--- src/pkg/bmc_map.vh ---
// Constants for the battery mode controller: register offsets, flag
// positions, reset values and timing counts.
// Assumes inclusion by the controller and its self-checking bench.
`ifndef BMC_MAP_VH
`define BMC_MAP_VH

// ----------------------------------------------------------------
// Register map
// ----------------------------------------------------------------
`define BMC_FLAGS_ADDR      8'hE8
`define BMC_FLAGS_RESET     8'h00
`define BMC_PLL_LOST_BIT    7
`define BMC_PLL_LOCKED_BIT  6
`define BMC_TIMER_WAKE_BIT  5
`define BMC_BUTTON_WAKE_BIT 4
`define BMC_KEEP_ADDR_BASE  8'hF0
`define BMC_KEEP_COUNT      8
`define BMC_KEEP_RESET      8'h00
`define BMC_CTRL_ADDR       8'hE9
`define BMC_CTRL_RESET      8'h00
`define BMC_STAT_ADDR       8'hEA

// ----------------------------------------------------------------
// Timing in slow-clock cycles
// ----------------------------------------------------------------
`define BMC_LOCK_MIN_CYC    2048
`define BMC_LOCK_MAX_CYC    4096
`define BMC_WAKE_MAX_CYC    3
// Brownout processor clock: 7 pulses out of every 8 slow-clock ticks
`define BMC_BROWN_NUM       7
`define BMC_BROWN_DEN       8

`endif

--- src/bmc_ctrl.v ---
// Operating-mode controller: full power, brownout, display-only, sleep.
// Assumes CORE_CLK_I is the slow clock enable domain (20 MHz core clock with
// a slow-clock tick input), register access over a simple SFR port.
`timescale 1ns/10ps
`include "bmc_map.vh"

module bmc_ctrl #(
    parameter LOCK_CYCLES = `BMC_LOCK_MIN_CYC,
    parameter DIV_WIDTH   = 3
) (
    input  wire                 CORE_CLK_I,
    input  wire                 RESET_I,
    input  wire                 SLOW_TICK_I,
    input  wire                 POWER_COMPARATOR_I,
    input  wire                 BATTERY_MARGIN_GOOD_I,
    input  wire                 PUSHBUTTON_INPUT_I,
    input  wire                 WAKE_TIMER_EXPIRED_I,
    input  wire                 SFR_WR_I,
    input  wire                 SFR_RD_I,
    input  wire [7:0]           SFR_ADDR_I,
    input  wire [7:0]           SFR_WDATA_I,
    input  wire [DIV_WIDTH-1:0] CPU_CLOCK_DIVIDER_I,
    output reg  [7:0]           SFR_RDATA_O,
    output wire                 FULL_POWER_MODE_O,
    output wire                 BROWNOUT_MODE_O,
    output wire                 DISPLAY_ONLY_MODE_O,
    output wire                 SLEEP_MODE_O,
    output wire                 CLOCK_STABLE_O,
    output wire                 CPU_RESET_O,
    output reg                  CPU_CLK_EN_O,
    output wire [DIV_WIDTH-1:0] CPU_DIVIDER_USED_O,
    output wire                 DIGITAL_PERIPH_EN_O,
    output wire                 METERING_EN_O,
    output wire                 DISPLAY_EN_O,
    output wire                 SEGMENT_BLINK_EN_O,
    output wire                 ADC_EN_O,
    output wire                 ENGINE_EN_O,
    output wire                 ENGINE_PC_CLEAR_O,
    output wire                 WAKE_TIMER_RUN_O
);

    // ------------------------------------------------------------
    // Mode states, one-hot
    // ------------------------------------------------------------
    localparam [3:0] ST_FULL  = 4'h1;
    localparam [3:0] ST_BROWN = 4'h2;
    localparam [3:0] ST_DISP  = 4'h4;
    localparam [3:0] ST_SLEEP = 4'h8;

    localparam [12:0] LOCK_CNT = LOCK_CYCLES;
    localparam [1:0]  WAKE_CNT = `BMC_WAKE_MAX_CYC - 1;

    reg  [3:0]           mode_q;
    reg  [3:0]           mode_d;
    reg  [12:0]          lock_cnt_q;
    reg                  lock_q;
    reg                  lock_prev_q;
    reg  [7:0]           flags_q;
    reg  [7:0]           ctrl_q;
    reg                  margin_lost_q;
    reg                  btn_prev_q;
    reg                  wake_hold_q;
    reg  [1:0]           wake_cnt_q;
    reg  [2:0]           frac_q;
    reg  [DIV_WIDTH-1:0] div_keep_q;
    reg  [7:0]           keep_q [0:`BMC_KEEP_COUNT-1];

    wire [1:0] sync_out;
    wire       power_ok;
    wire       margin_ok;
    wire       btn_rise;
    wire       wake_event;
    wire       flags_wr;
    wire       ctrl_wr;

    // ------------------------------------------------------------
    // Input conditioning
    // ------------------------------------------------------------
    // synchronise comparator inputs
    bmc_sync #(
        .WIDTH (2)
    ) u_sync (
        .clk_i   (CORE_CLK_I),
        .rst_i   (RESET_I),
        .async_i ({BATTERY_MARGIN_GOOD_I, POWER_COMPARATOR_I}),
        .sync_o  (sync_out)
    );

    assign power_ok  = sync_out[0];
    assign margin_ok = sync_out[1];

    // Button edge, seen only in display-only and sleep as a wake source
    assign btn_rise   = PUSHBUTTON_INPUT_I & ~btn_prev_q;
    assign wake_event = btn_rise | WAKE_TIMER_EXPIRED_I;
    assign flags_wr   = SFR_WR_I && (SFR_ADDR_I == `BMC_FLAGS_ADDR);
    assign ctrl_wr    = SFR_WR_I && (SFR_ADDR_I == `BMC_CTRL_ADDR);

    // ------------------------------------------------------------
    // Clock-stable timer
    // ------------------------------------------------------------
    // lock only after the settle count of slow ticks
    always @(posedge CORE_CLK_I) begin
        if (RESET_I) begin
            lock_cnt_q  <= 13'h0000;
            lock_q      <= 1'b0;
            lock_prev_q <= 1'b0;
        end else begin
            lock_prev_q <= lock_q;
            if (!power_ok) begin
                lock_cnt_q <= 13'h0000;
                lock_q     <= 1'b0;
            end else if (SLOW_TICK_I && !lock_q) begin
                if (lock_cnt_q == LOCK_CNT - 13'h0001) begin
                    lock_q <= 1'b1;
                end
                lock_cnt_q <= lock_cnt_q + 13'h0001;
            end
        end
    end

    // ------------------------------------------------------------
    // Mode state machine
    // ------------------------------------------------------------
    always @* begin
        mode_d = mode_q;
        case (mode_q)
            ST_FULL: begin
                if (!power_ok) begin
                    mode_d = ST_BROWN;
                end
            end
            ST_BROWN: begin
                // back to full power once locked
                if (lock_q) begin
                    mode_d = ST_FULL;
                end else if (!margin_ok || margin_lost_q) begin
                    mode_d = ST_SLEEP;
                end else if (ctrl_q[1]) begin
                    mode_d = ST_SLEEP;
                end else if (ctrl_q[0]) begin
                    mode_d = ST_DISP;
                end
            end
            ST_DISP, ST_SLEEP: begin
                // power, timer or button leave; display-only also drops to sleep on margin loss
                if (lock_q) begin
                    mode_d = ST_FULL;
                end else if (wake_event && !margin_lost_q && margin_ok) begin
                    mode_d = ST_BROWN;
                end else if (mode_q == ST_DISP && (!margin_ok || margin_lost_q)) begin
                    mode_d = ST_SLEEP;
                end
            end
            default: begin
                mode_d = ST_BROWN;
            end
        endcase
    end

    always @(posedge CORE_CLK_I) begin
        if (RESET_I) begin
            mode_q <= ST_BROWN;
        end else begin
            mode_q <= mode_d;
        end
    end

    // latch margin loss until power returns
    always @(posedge CORE_CLK_I) begin
        if (RESET_I) begin
            margin_lost_q <= 1'b0;
        end else if (power_ok) begin
            margin_lost_q <= 1'b0;
        end else if (!margin_ok) begin
            margin_lost_q <= 1'b1;
        end
    end

    // ------------------------------------------------------------
    // Event flags and control register
    // ------------------------------------------------------------
    // Hardware set beats a software clear in the same cycle
    always @(posedge CORE_CLK_I) begin
        if (RESET_I) begin
            flags_q    <= `BMC_FLAGS_RESET;
            btn_prev_q <= 1'b0;
        end else begin
            btn_prev_q <= PUSHBUTTON_INPUT_I;
            if (flags_wr) begin
                flags_q <= flags_q & SFR_WDATA_I;  // Write zero to clear
            end
            // lost on full power to brownout
            if (mode_q == ST_FULL && mode_d == ST_BROWN) begin
                flags_q[`BMC_PLL_LOST_BIT] <= 1'b1;
            end
            // locked on return to full power
            if (mode_q != ST_FULL && mode_d == ST_FULL) begin
                flags_q[`BMC_PLL_LOCKED_BIT] <= 1'b1;
            end
            if (WAKE_TIMER_EXPIRED_I) begin
                flags_q[`BMC_TIMER_WAKE_BIT] <= 1'b1;
            end
            if (btn_rise) begin
                flags_q[`BMC_BUTTON_WAKE_BIT] <= 1'b1;
            end
        end
    end

    // Requests act once; cleared on leaving brownout
    always @(posedge CORE_CLK_I) begin
        if (RESET_I) begin
            ctrl_q <= `BMC_CTRL_RESET;
        end else if (mode_q == ST_BROWN && mode_d != ST_BROWN) begin
            ctrl_q <= `BMC_CTRL_RESET;
        end else if (ctrl_wr && mode_q == ST_BROWN) begin
            ctrl_q <= {6'h00, SFR_WDATA_I[1:0]};
        end
    end

    // ------------------------------------------------------------
    // Keep registers
    // ------------------------------------------------------------
    // cleared only by hardware reset
    genvar gi;
    generate
        for (gi = 0; gi < `BMC_KEEP_COUNT; gi = gi + 1) begin : g_keep
            always @(posedge CORE_CLK_I) begin
                if (RESET_I) begin
                    keep_q[gi] <= `BMC_KEEP_RESET;
                end else if (SFR_WR_I && SFR_ADDR_I == `BMC_KEEP_ADDR_BASE + gi) begin
                    keep_q[gi] <= SFR_WDATA_I;
                end
            end
        end
    endgenerate

    // Read mux, unmapped reads zero
    always @* begin
        SFR_RDATA_O = 8'h00;
        if (!SFR_RD_I) begin
            SFR_RDATA_O = 8'h00;
        end else if (SFR_ADDR_I == `BMC_FLAGS_ADDR) begin
            SFR_RDATA_O = {flags_q[7:4], 4'h0};
        end else if (SFR_ADDR_I == `BMC_CTRL_ADDR) begin
            SFR_RDATA_O = ctrl_q;
        end else if (SFR_ADDR_I == `BMC_STAT_ADDR) begin
            SFR_RDATA_O = {3'h0, power_ok, mode_q};
        end else if (SFR_ADDR_I[7:3] == `BMC_KEEP_ADDR_BASE >> 3) begin
            SFR_RDATA_O = keep_q[SFR_ADDR_I[2:0]];
        end
    end

    // ------------------------------------------------------------
    // Processor run control
    // ------------------------------------------------------------
    // wake holds reset then releases within three ticks
    always @(posedge CORE_CLK_I) begin
        if (RESET_I) begin
            wake_hold_q <= 1'b0;
            wake_cnt_q  <= 2'h0;
        end else if ((mode_q == ST_DISP || mode_q == ST_SLEEP) && mode_d == ST_BROWN) begin
            wake_hold_q <= 1'b1;
            wake_cnt_q  <= WAKE_CNT;
        end else if (wake_hold_q && SLOW_TICK_I) begin
            if (wake_cnt_q == 2'h0) begin
                wake_hold_q <= 1'b0;
            end else begin
                wake_cnt_q <= wake_cnt_q - 2'h1;
            end
        end
    end

    // held reset restarts the processor from 0x0000
    // power back but not locked keeps the processor held
    assign CPU_RESET_O = mode_q[2] | mode_q[3] | wake_hold_q | (power_ok & ~lock_q);

    // 7 of 8 slow ticks in brownout
    // this rate bounds serial ports at 300 baud
    always @(posedge CORE_CLK_I) begin
        if (RESET_I) begin
            frac_q       <= 3'h0;
            CPU_CLK_EN_O <= 1'b0;
        end else begin
            CPU_CLK_EN_O <= 1'b0;
            if (mode_q == ST_BROWN && SLOW_TICK_I && !wake_hold_q) begin
                frac_q       <= frac_q + 3'h1;
                CPU_CLK_EN_O <= (frac_q != 3'h7);
            end
        end
    end

    always @(posedge CORE_CLK_I) begin
        if (RESET_I) begin
            div_keep_q <= {DIV_WIDTH{1'b0}};
        end else if (mode_q == ST_FULL) begin
            div_keep_q <= CPU_CLOCK_DIVIDER_I;
        end
    end
    assign CPU_DIVIDER_USED_O = div_keep_q;

    // ------------------------------------------------------------
    // Function gating per mode
    // ------------------------------------------------------------
    assign FULL_POWER_MODE_O   = mode_q[0];
    assign BROWNOUT_MODE_O     = mode_q[1];
    assign DISPLAY_ONLY_MODE_O = mode_q[2];
    assign SLEEP_MODE_O        = mode_q[3];
    assign CLOCK_STABLE_O      = lock_q;

    // peripherals on, metering off in brownout
    assign DIGITAL_PERIPH_EN_O = mode_q[0] | mode_q[1];
    assign METERING_EN_O       = mode_q[0] & lock_q;
    assign DISPLAY_EN_O        = mode_q[0] | mode_q[1] | mode_q[2];
    assign SEGMENT_BLINK_EN_O  = mode_q[2];
    assign ADC_EN_O            = METERING_EN_O;
    assign ENGINE_EN_O         = METERING_EN_O;
    assign ENGINE_PC_CLEAR_O   = lock_prev_q & ~lock_q;
    assign WAKE_TIMER_RUN_O    = 1'b1;

endmodule // bmc_ctrl

--- src/bmc_sync.v ---
// Two-flop synchroniser for level inputs of the mode controller.
// Assumes one clock and a synchronous active-high reset.
`timescale 1ns/10ps

module bmc_sync #(
    parameter WIDTH = 2
) (
    input  wire             clk_i,
    input  wire             rst_i,
    input  wire [WIDTH-1:0] async_i,
    output wire [WIDTH-1:0] sync_o
);

    reg [WIDTH-1:0] meta_q;
    reg [WIDTH-1:0] sync_q;

    // First stage read only by second stage
    always @(posedge clk_i) begin
        if (rst_i) begin
            meta_q <= {WIDTH{1'b0}};
            sync_q <= {WIDTH{1'b0}};
        end else begin
            meta_q <= async_i;
            sync_q <= meta_q;
        end
    end

    assign sync_o = sync_q;

endmodule // bmc_sync

--- config.mk ---
export PLATFORM = sky130hd
export DESIGN_NAME = bmc_ctrl
export DESIGN_NICKNAME = d
export VERILOG_FILES = /design/src/bmc_ctrl.v /design/src/bmc_sync.v
export VERILOG_INCLUDE_DIRS = /design/src /design/src/pkg
export SDC_FILE = /design/constraint.sdc
export NUM_CORES = 1
export LEC_CHECK = 0
export BUFFER_PORTS_ARGS = -buffer_cell sky130_fd_sc_hd__buf_2
export CAP_MARGIN = 25
export CORE_ASPECT_RATIO = 0.7
export CORE_UTILIZATION = 25
export DETAILED_ROUTE_END_ITERATION = 8
export PLACE_DENSITY = 0.51
export SKIP_CTS_REPAIR_TIMING = 1
export SYNTH_ARGS = -nofsm -noshare
export SYNTH_HDL_FRONTEND = slang
export SYNTH_HIERARCHICAL = 1
export SYNTH_SLANG_ARGS = --single-unit
export TNS_END_PERCENT = 1
--- constraint.sdc ---
create_clock -name CORE_CLK_I -period 1.9 [get_ports CORE_CLK_I]
set_input_delay 0.38 -clock CORE_CLK_I [delete_from_list [all_inputs] [get_ports CORE_CLK_I]]
set_output_delay 0.38 -clock CORE_CLK_I [all_outputs]
set_load 0.02 [all_outputs]
==> results of run 1 <==
layer usage:
metal  vias up  global-route usage [%]
li1       1767                       -
met1      1858                    19.2
met2        95                    20.3
met3         9                    3.21
met4         0                    2.60
met5         -                       0
area by class of cell:
class	count	area, um^2	area share (%)
clock buffers	10	229	3.54
clock inverters	6	62.6	0.966
inverters	10	37.5	0.580
multi-input cells	302	2300	35.5
flip-flops and latches	105	2740	42.4
well taps	270	338	5.22
repair buffers	99	767	11.8
cell usage in the layout (no fill, tap or decap), types with 13 or more instances in the layout:
| cell type | instances |
|---|---|
| and2_1 | 65 |
| edfxtp_1 | 64 |
| buf_2 | 45 |
| dfxtp_1 | 41 |
| buf_4 | 41 |
| nor2_1 | 33 |
| nand2_1 | 16 |
| o21ai_0 | 14 |
| mux4_2 | 14 |
| a21oi_1 | 13 |
| nor2b_1 | 13 |
| mux2i_1 | 13 |
power by group through the flow:
stage               Clock (mW)  Combinational, mW  Sequential [mW]
CTS                       1.88              0.918             2.60
global placement             0              0.898             2.65
detailed placement           0              0.914             2.65
global route              1.96               1.03             2.62
floorplan                    0              0.569             2.65
finish                    1.82              0.947             2.60
flip-flops by register name (all words and copies together) (netlist names), 2 cells and up:
| register | flops |
|---|---|
| CPU_DIVIDER_USED_O | 3 |
| ctrl_q | 2 |
| flags_q | 4 |
| frac_q | 3 |
| keep_q | 64 |
| lock_cnt_q | 13 |
| mode_q | 4 |
| u_sync/meta_q | 2 |
| u_sync/sync_o | 2 |
| wake_cnt_q | 2 |
cells by family after synthesis:
family	after synthesis	synth area share (%)
AOI/OAI and AO/OA	57	7.14
xor gates and xnor gates	13	2.22
adders and majority gates	3	0.734
buffers and inverters	32	3.67
DFF	105	53.6
muxes	30	9.32
other	1	0.0733
and+or+nand+nor	198	23.3
worst min path at each step:
stage	startpoint	endpoint	cells after the start
floorplan	u_sync/meta_q[0]	u_sync/sync_o[0]	1
global placement	u_sync/meta_q[1]	u_sync/sync_o[1]	1
detailed placement	u_sync/meta_q[0]	u_sync/sync_o[0]	1
CTS	BATTERY_MARGIN_GOOD_I	u_sync/meta_q[1]	2
global route	POWER_COMPARATOR_I	u_sync/meta_q[0]	2
finish	BATTERY_MARGIN_GOOD_I	u_sync/meta_q[1]	2
==> impl_metrics.csv, run 1 <==
group,metric,value,unit
outcome,status,"complete, but fails checks",
outcome,violations,"negative setup slack",
clock_network,clkLatencyLatePin,0.34,ns
drt,drt_first_iter_violations,371,
drt,drc,0,
critical_path,cp-startpoint,"keep_q[4][2]",
power_and_ir_drop,switching_power,1.51,mW
global_route,grt_pass1_vias,3750,
yosys,ys_seq_area_share,53.6,%
critical_path,path_max_fanout,1,
placement,place_congestion,0.782,
yosys,synthesis.nets,470,
placement,place_area,6060,um^2
critical_path,crit_chain,"mux4_2 > mux2i_1 > buf_4 > o22ai_4 > buf_6",
sta,final.setup_skew,0.00499,ns
yosys,synth_most_common_cell,"and2_1",
cells_and_area,num-fill-cells,2037,
sta,setup_ws,-0.277,ns
floorplanning,die_area,21100,um^2
power_and_ir_drop,power-per-cell-area,829,nW/um^2
floorplanning,die_y,122,um
drt,wl_met1,6710,um
sta,rsz0062_at_grt,"yes",
cells_and_area,finish.net_count,558,
clock_network,cts_root_buf,"clkbuf_16",
global_route,grt_max_degree,27,
hold_path,hold_path.class,"in2reg",
clock_network,cts_buffers,9,
drt,route.met2.wl,5940,um
critical_path,critPathKind,"reg2out",
clock_network,cts_tree,"built",
cells_and_area,fin_util,32.5,%
sta,period_share,115,%
sta,slew_violations,0,
drt,wl,13600,um
yosys,synth_area,5120,um^2
critical_path,worstPathArrival,1.80,ns
yosys,synth_edf_count,64,
clock_network,htreeDepth,3,
critical_path,cp-endpoint,"SFR_RDATA_O[2]",
sta,period_minus_slack,2.18,ns
clock_network,cts.sinks,105,
yosys,avgSynthCellArea,11.7,um^2
clock_network,clockBufferDepth,2,
sta,hold_ws,0.251,ns
yosys,yosysWarnings,6,
run,maxCapViolCount,0,
placement,place_ws,-0.337,ns
critical_path,cp_slowest_cell,"mux4_2",
yosys,synth_top_cell_area_share,37.6,%
critical_path,r2r_end,"CPU_DIVIDER_USED_O[0]",
sta,setup_tns,-1.35,ns
sta,fmax,459,MHz
critical_path,rrSetupSlack,0.20,ns
yosys,ys_top_cells_by_count,"and2_1 (65), edfxtp_1 (64), dfxtp_1 (41), nor2_1 (35), o21ai_0 (18)",
placement,portBuffers,52,
drt,wl_met3,855,um
cells_and_area,stdcell_count,802,
drt,drtPass1Iterations,4,
power_and_ir_drop,power,5.37,mW
placement,hpwl,10300,um
yosys,yosys-top-cells-area,"edfxtp_1 (38%), dfxtp_1 (16%), and2_1 (7.9%)",
cells_and_area,stdcell_area,6470,um^2
cells_and_area,num_antenna_cells,0,
floorplanning,core,19900,um^2
yosys,syn_inst,439,
power_and_ir_drop,power.share.combinational,17.7,%
floorplanning,initial_core_util,25.7,%
power_and_ir_drop,p_sw_share,28.1,%
yosys,yosysTopAreaCell,"edfxtp_1",
floorplanning,die-width,173,um
sta,setup_viol,8,
drt,vias,3729,
drt,final_antenna_net_count,0,
critical_path,critical_path.top_delay_family,"multiplexers",
critical_path,cp.depth,5,
cells_and_area,areaGrowthSynthToFinish,26.5,%
yosys,yosysUniqueCellTypes,57,
power_and_ir_drop,intPower,3.86,mW
power_and_ir_drop,p_clk_share,33.9,%
yosys,synth_flop_cell,"edfxtp_1",
floorplanning,rows,43,
global_route,track_usage,13.3,%
critical_path,slowest_delay,0.49,ns
drt,routed_via_density,4.65,
power_and_ir_drop,vdd_ir_drop_max,0.444,mV
power_and_ir_drop,seqPwrFrac,48.5,%
critical_path,end_kind,"primary output",
cells_and_area,drive_above_1_share,29.9,%
critical_path,cp-start-kind,"register",
drt,post_drt_wl_per_cell,17.0,um
placement,place_inst,785,
global_route,grt_pass1_wl,21300,um
critical_path,ff2ff_path_depth,4,
yosys,yosys_register_bits,105,
critical_path,timing.rr.start,"mode_q[0]",
power_and_ir_drop,power.leakage,2.34,nW
floorplanning,ios,54,
global_route,antenna_found_initial,0,
drt,dr.max_layer_used,"met4",
global_route,grt-ovfl-total,0,
critical_path,required,1.52,ns
critical_path,critPathBufInv,2,
yosys,async_reset_ff_share,0,%
sta,hold_viol_final,0,
clock_network,cts.clk_slew.worst_paths,0.08,ns
No activity file was read; power rests on OpenSTA's default activity.
==> run 2, diff against run 1 <==
--- a/config.mk
+++ b/config.mk
@@ -11,7 +11,7 @@
 export CORE_ASPECT_RATIO = 0.7
 export CORE_UTILIZATION = 25
 export DETAILED_ROUTE_END_ITERATION = 8
-export PLACE_DENSITY = 0.51
+export PLACE_DENSITY = 0.5
 export SKIP_CTS_REPAIR_TIMING = 1
 export SYNTH_ARGS = -nofsm -noshare
 export SYNTH_HDL_FRONTEND = slang
==> constraint.sdc (replaced) <==
create_clock -name CORE_CLK_I -period 2.3 [get_ports CORE_CLK_I]
set_input_delay 0.46 -clock CORE_CLK_I [delete_from_list [all_inputs] [get_ports CORE_CLK_I]]
set_output_delay 0.46 -clock CORE_CLK_I [all_outputs]
set_load 0.02 [all_outputs]
==> impl_metrics.csv, run 2 (synthesis results as in run 1) <==
group,metric,value,unit
outcome,status,"completed",
power_and_ir_drop,p_sw_share,27.6,%
floorplanning,die_y,122,um
critical_path,path_max_fanout,24,
critical_path,cp-start-kind,"input pin",
sta,period_share,99.4,%
sta,rsz0062_at_grt,"yes",
floorplanning,die_area,21100,um^2
global_route,grt_pass1_vias,3582,
drt,post_drt_wl_per_cell,16.7,um
cells_and_area,final_common_cell,"and2_1",
clock_network,cts.clk_slew.worst_paths,0.07,ns
critical_path,end_kind,"primary output",
clock_network,cts_tree,"built",
sta,setup_viol,0,
critical_path,crit_chain,"buf_2 > buf_12 > mux2_2 > a2bb2oi_1 > a32oi_1 > a211oi_1 > buf_2",
sta,period_minus_slack,2.29,ns
sta,setup_ws,0.0140,ns
clock_network,clkLatencyLatePin,0.35,ns
global_route,grt-ovfl-total,0,
cells_and_area,finish.net_count,538,
cells_and_area,reg_top3,"keep_q (64), lock_cnt_q (13)",
placement,portBuffers,52,
sta,hold_viol_final,0,
floorplanning,rows,43,
critical_path,worstPathArrival,1.83,ns
power_and_ir_drop,seqPwrFrac,49.3,%
drt,drc,0,
global_route,track_usage,13.2,%
clock_network,clockBufferDepth,2,
cells_and_area,drive_above_1_share,25.8,%
power_and_ir_drop,power-per-cell-area,725,nW/um^2
drt,drt_first_iter_violations,312,
critical_path,slowest_delay,0.31,ns
critical_path,critPathKind,"in2out",
clock_network,cts_root_buf,"clkbuf_16",
critical_path,cp_slowest_cell,"a211oi_1",
placement,place_inst,766,
drt,final_antenna_net_count,0,
power_and_ir_drop,power.leakage,2.21,nW
hold_path,hold_path.class,"in2reg",
clock_network,htreeDepth,3,
cells_and_area,largest_reg_flops,64,
sta,slew_violations,0,
power_and_ir_drop,vdd_ir_drop_max,0.328,mV
cells_and_area,stdcell_count,784,
cells_and_area,top_register,"keep_q",
floorplanning,ios,54,
floorplanning,die-width,173,um
run,maxCapViolCount,0,
cells_and_area,num-fill-cells,2035,
critical_path,path_common_cell,"buf_2",
power_and_ir_drop,power.share.combinational,14.6,%
sta,hold_ws,0.314,ns
floorplanning,initial_core_util,25.7,%
drt,wl,13100,um
drt,drtPass1Iterations,7,
power_and_ir_drop,p_clk_share,36.1,%
sta,worst_pin_slew,0.552,ns
floorplanning,core,19900,um^2
cells_and_area,final_cell_mix,"and2_1 (65), edfxtp_1 (64), buf_2 (51)",
clock_network,cts.sinks,105,
global_route,antenna_found_initial,3,
power_and_ir_drop,switching_power,1.23,mW
clock_network,cts_buffers,9,
global_route,grt_pass1_wl,20800,um
cells_and_area,areaGrowthSynthToFinish,20.2,%
sta,final.setup_skew,0.00687,ns
placement,hpwl,9930,um
power_and_ir_drop,intPower,3.23,mW
placement,place_congestion,0.806,
critical_path,required,1.84,ns
global_route,grt_max_degree,25,
drt,vias,3592,
sta,fmax,437,MHz
placement,place_ws,0.00379,ns
sta,slew_headroom,63.1,%
drt,routed_via_density,4.58,
run 2: stage by stage:
stage,power [mW],util [%],TNS (ns),cell area (um^2)
2_1_floorplan,2.65,-,0,5120
4_1_cts,4.50,30.7,-0.00651,6110
5_1_grt,4.65,30.9,-0.0504,6150
6_report,4.46,30.9,0,6150
3_5_place_dp,2.90,29.2,0,5810
3_3_place_gp,2.88,29.2,-0.0260,5810
run 2: critical path: cells and delay by family:
family	cells	cell delay [ns]
compound gates	3	0.61
buf+inv	3	0.52
mux	1	0.24
run 2: path summary, 6_finish.rpt:
check        slack (ns)             startpoint          endpoint  cells after the start
min reg2reg        0.44       u_sync/meta_q[0]  u_sync/sync_o[0]                      1
max                0.01          SFR_ADDR_I[0]    SFR_RDATA_O[0]                      7
max reg2reg        0.43              mode_q[1]         mode_q[2]                      4
min                0.31  BATTERY_MARGIN_GOOD_I  u_sync/meta_q[1]                      2
run 2: power groups by stage:
stage	Clock, mW	Combinational, mW	Sequential, mW
5_1_grt	1.70	0.727	2.22
4_1_cts	1.65	0.658	2.20
6_report	1.61	0.651	2.20
3_5_place_dp	0	0.656	2.24
2_1_floorplan	0	0.462	2.19
3_3_place_gp	0	0.644	2.24
run 2: final cells by class:
cell class | count | area [um^2] | area share (%)
sequential | 105 | 2740 | 44.6
multi-input combinational | 302 | 2220 | 36.0
timing repair buffer | 79 | 503 | 8.18
tap | 270 | 338 | 5.49
clock buffer | 9 | 225 | 3.66
clock inverter | 7 | 83.8 | 1.36
inverter | 10 | 37.5 | 0.610
antenna | 2 | 5.00 | 0.0814
run 2: layer usage:
layer / wire [um] / global-route usage [%]
met1: 6650 / 18.8
met3: 710 / 3.96
met5: 10 / 0
met2: 5570 / 19.6
met4: 149 / 3.26
==> run 3, diff against run 2 <==
--- a/config.mk
+++ b/config.mk
@@ -12,6 +12,7 @@
 export CORE_UTILIZATION = 25
 export DETAILED_ROUTE_END_ITERATION = 8
 export PLACE_DENSITY = 0.5
+export SETUP_SLACK_MARGIN = 0.15
 export SKIP_CTS_REPAIR_TIMING = 1
 export SYNTH_ARGS = -nofsm -noshare
 export SYNTH_HDL_FRONTEND = slang
==> impl_metrics.csv, run 3 (synthesis results as in run 1) <==
group,metric,value,unit
drt,drt_first_iter_violations,343,
clock_network,clockBufferDepth,2,
power_and_ir_drop,vdd_ir_drop_max,0.276,mV
cells_and_area,fin_util,31.4,%
drt,wl,13700,um
sta,setup_viol,0,
placement,portBuffers,52,
global_route,grt_pass1_vias,3594,
cells_and_area,areaGrowthSynthToFinish,22.1,%
placement,place_area,5850,um^2
sta,hold_ws,0.320,ns
clock_network,htreeDepth,3,
critical_path,required,1.84,ns
critical_path,path_max_fanout,5,
drt,drtPass1Iterations,4,
sta,period_share,98.3,%
cells_and_area,final_cell_mix,"and2_1 (65), edfxtp_1 (64), buf_2 (43)",
clock_network,clkLatencyLatePin,0.35,ns
run,maxCapViolCount,0,
sta,final.setup_skew,0.0106,ns
floorplanning,ios,54,
clock_network,cts.clk_slew.worst_paths,0.07,ns
drt,post_drt_wl_per_cell,17.4,um
placement,hpwl,10200,um
critical_path,end_kind,"primary output",
critical_path,worstPathArrival,1.80,ns
drt,drc,0,
sta,slew_headroom,60.8,%
floorplanning,die_area,21100,um^2
power_and_ir_drop,power-per-cell-area,690,nW/um^2
floorplanning,die_y,122,um
global_route,grt_pass1_wl,21000,um
global_route,grt_max_degree,19,
clock_network,cts.sinks,105,
clock_network,cts_buffers,9,
cells_and_area,finish.net_count,541,
power_and_ir_drop,power.leakage,2.23,nW
sta,period_minus_slack,2.26,ns
floorplanning,initial_core_util,25.7,%
sta,rsz0062_at_grt,"yes",
critical_path,cp-start-kind,"input pin",
hold_path,hold_path.class,"in2reg",
cells_and_area,final_common_cell,"and2_1",
clock_network,cts_tree,"built",
sta,fmax,442,MHz
placement,place_congestion,0.782,
cells_and_area,top_register,"keep_q",
cells_and_area,stdcell_area,6250,um^2
drt,vias,3678,
cells_and_area,largest_reg_flops,64,
global_route,track_usage,13.4,%
sta,slew_violations,0,
drt,final_antenna_net_count,0,
drt,routed_via_density,4.68,
outcome,status,"completed",
sta,worst_pin_slew,0.588,ns
critical_path,critPathKind,"in2out",
floorplanning,core,19900,um^2
global_route,antenna_found_initial,1,
clock_network,cts_root_buf,"clkbuf_16",
floorplanning,die-width,173,um
floorplanning,rows,43,
global_route,grt-ovfl-total,0,
sta,hold_viol_final,0,
cells_and_area,drive_above_1_share,27.4,%
cells_and_area,reg_top3,"keep_q (64), lock_cnt_q (13)",
run 3: power by group:
group          internal, mW  total (mW)  switching [mW]
logic                 0.291       0.680           0.390
registers              2.09        2.20           0.113
clock network         0.737        1.43           0.692
run 3: cell type report:
| type | instances | area (um^2) |
|---|---|---|
| inverters | 10 | 37.5 |
| multi-input cells | 302 | 2270 |
| diodes | 1 | 2.50 |
| clock buffers | 10 | 229 |
| fillers | 2058 | 13700 |
| repair buffers | 82 | 584 |
| flip-flops and latches | 105 | 2740 |
| clock inverters | 6 | 42.5 |
| well taps | 270 | 338 |
run 3: final timing paths:
check / startpoint / to / slack (ns) / cells after the start
worst min register to register: u_sync/meta_q[1] / u_sync/sync_o[1] / 0.45 / 1
worst min-delay path: POWER_COMPARATOR_I / u_sync/meta_q[0] / 0.32 / 2
worst max register to register: mode_q[1] / ctrl_q[0] / 0.45 / 4
worst max-delay path: SFR_ADDR_I[2] / SFR_RDATA_O[1] / 0.04 / 6
run 3: metrics by stage:
step                std cells  power [mW]  setup TNS [ns]  worst slack, ns
detailed placement        769        2.91         -0.0737          -0.0204
CTS                       785        4.34          -0.116          -0.0304
global placement          769        2.89         -0.0362          -0.0280
floorplan                 439        2.66               0            0.106
global route              785        4.50         -0.0216          -0.0216
finish                    786        4.31               0           0.0398
run 3: metal layers:
layer | vias to the layer above | share of wire (%) | wire, um | track usage (%)
met4 | 0 | 0.82 | 112 | 2.71
li1 | 1735 | - | - | -
met5 | - | 0 | 0 | 0
met2 | 109 | 44 | 5960 | 20.8
met1 | 1823 | 49 | 6750 | 18.8
met3 | 11 | 6.2 | 853 | 3.50
run 3: worst max-delay path, cell delays in order:
cell	delay [ns]
buf_6	0.09
or3b_4	0.40
nor2_4	0.22
a32oi_2	0.15
a221oi_2	0.29
buf_4	0.19
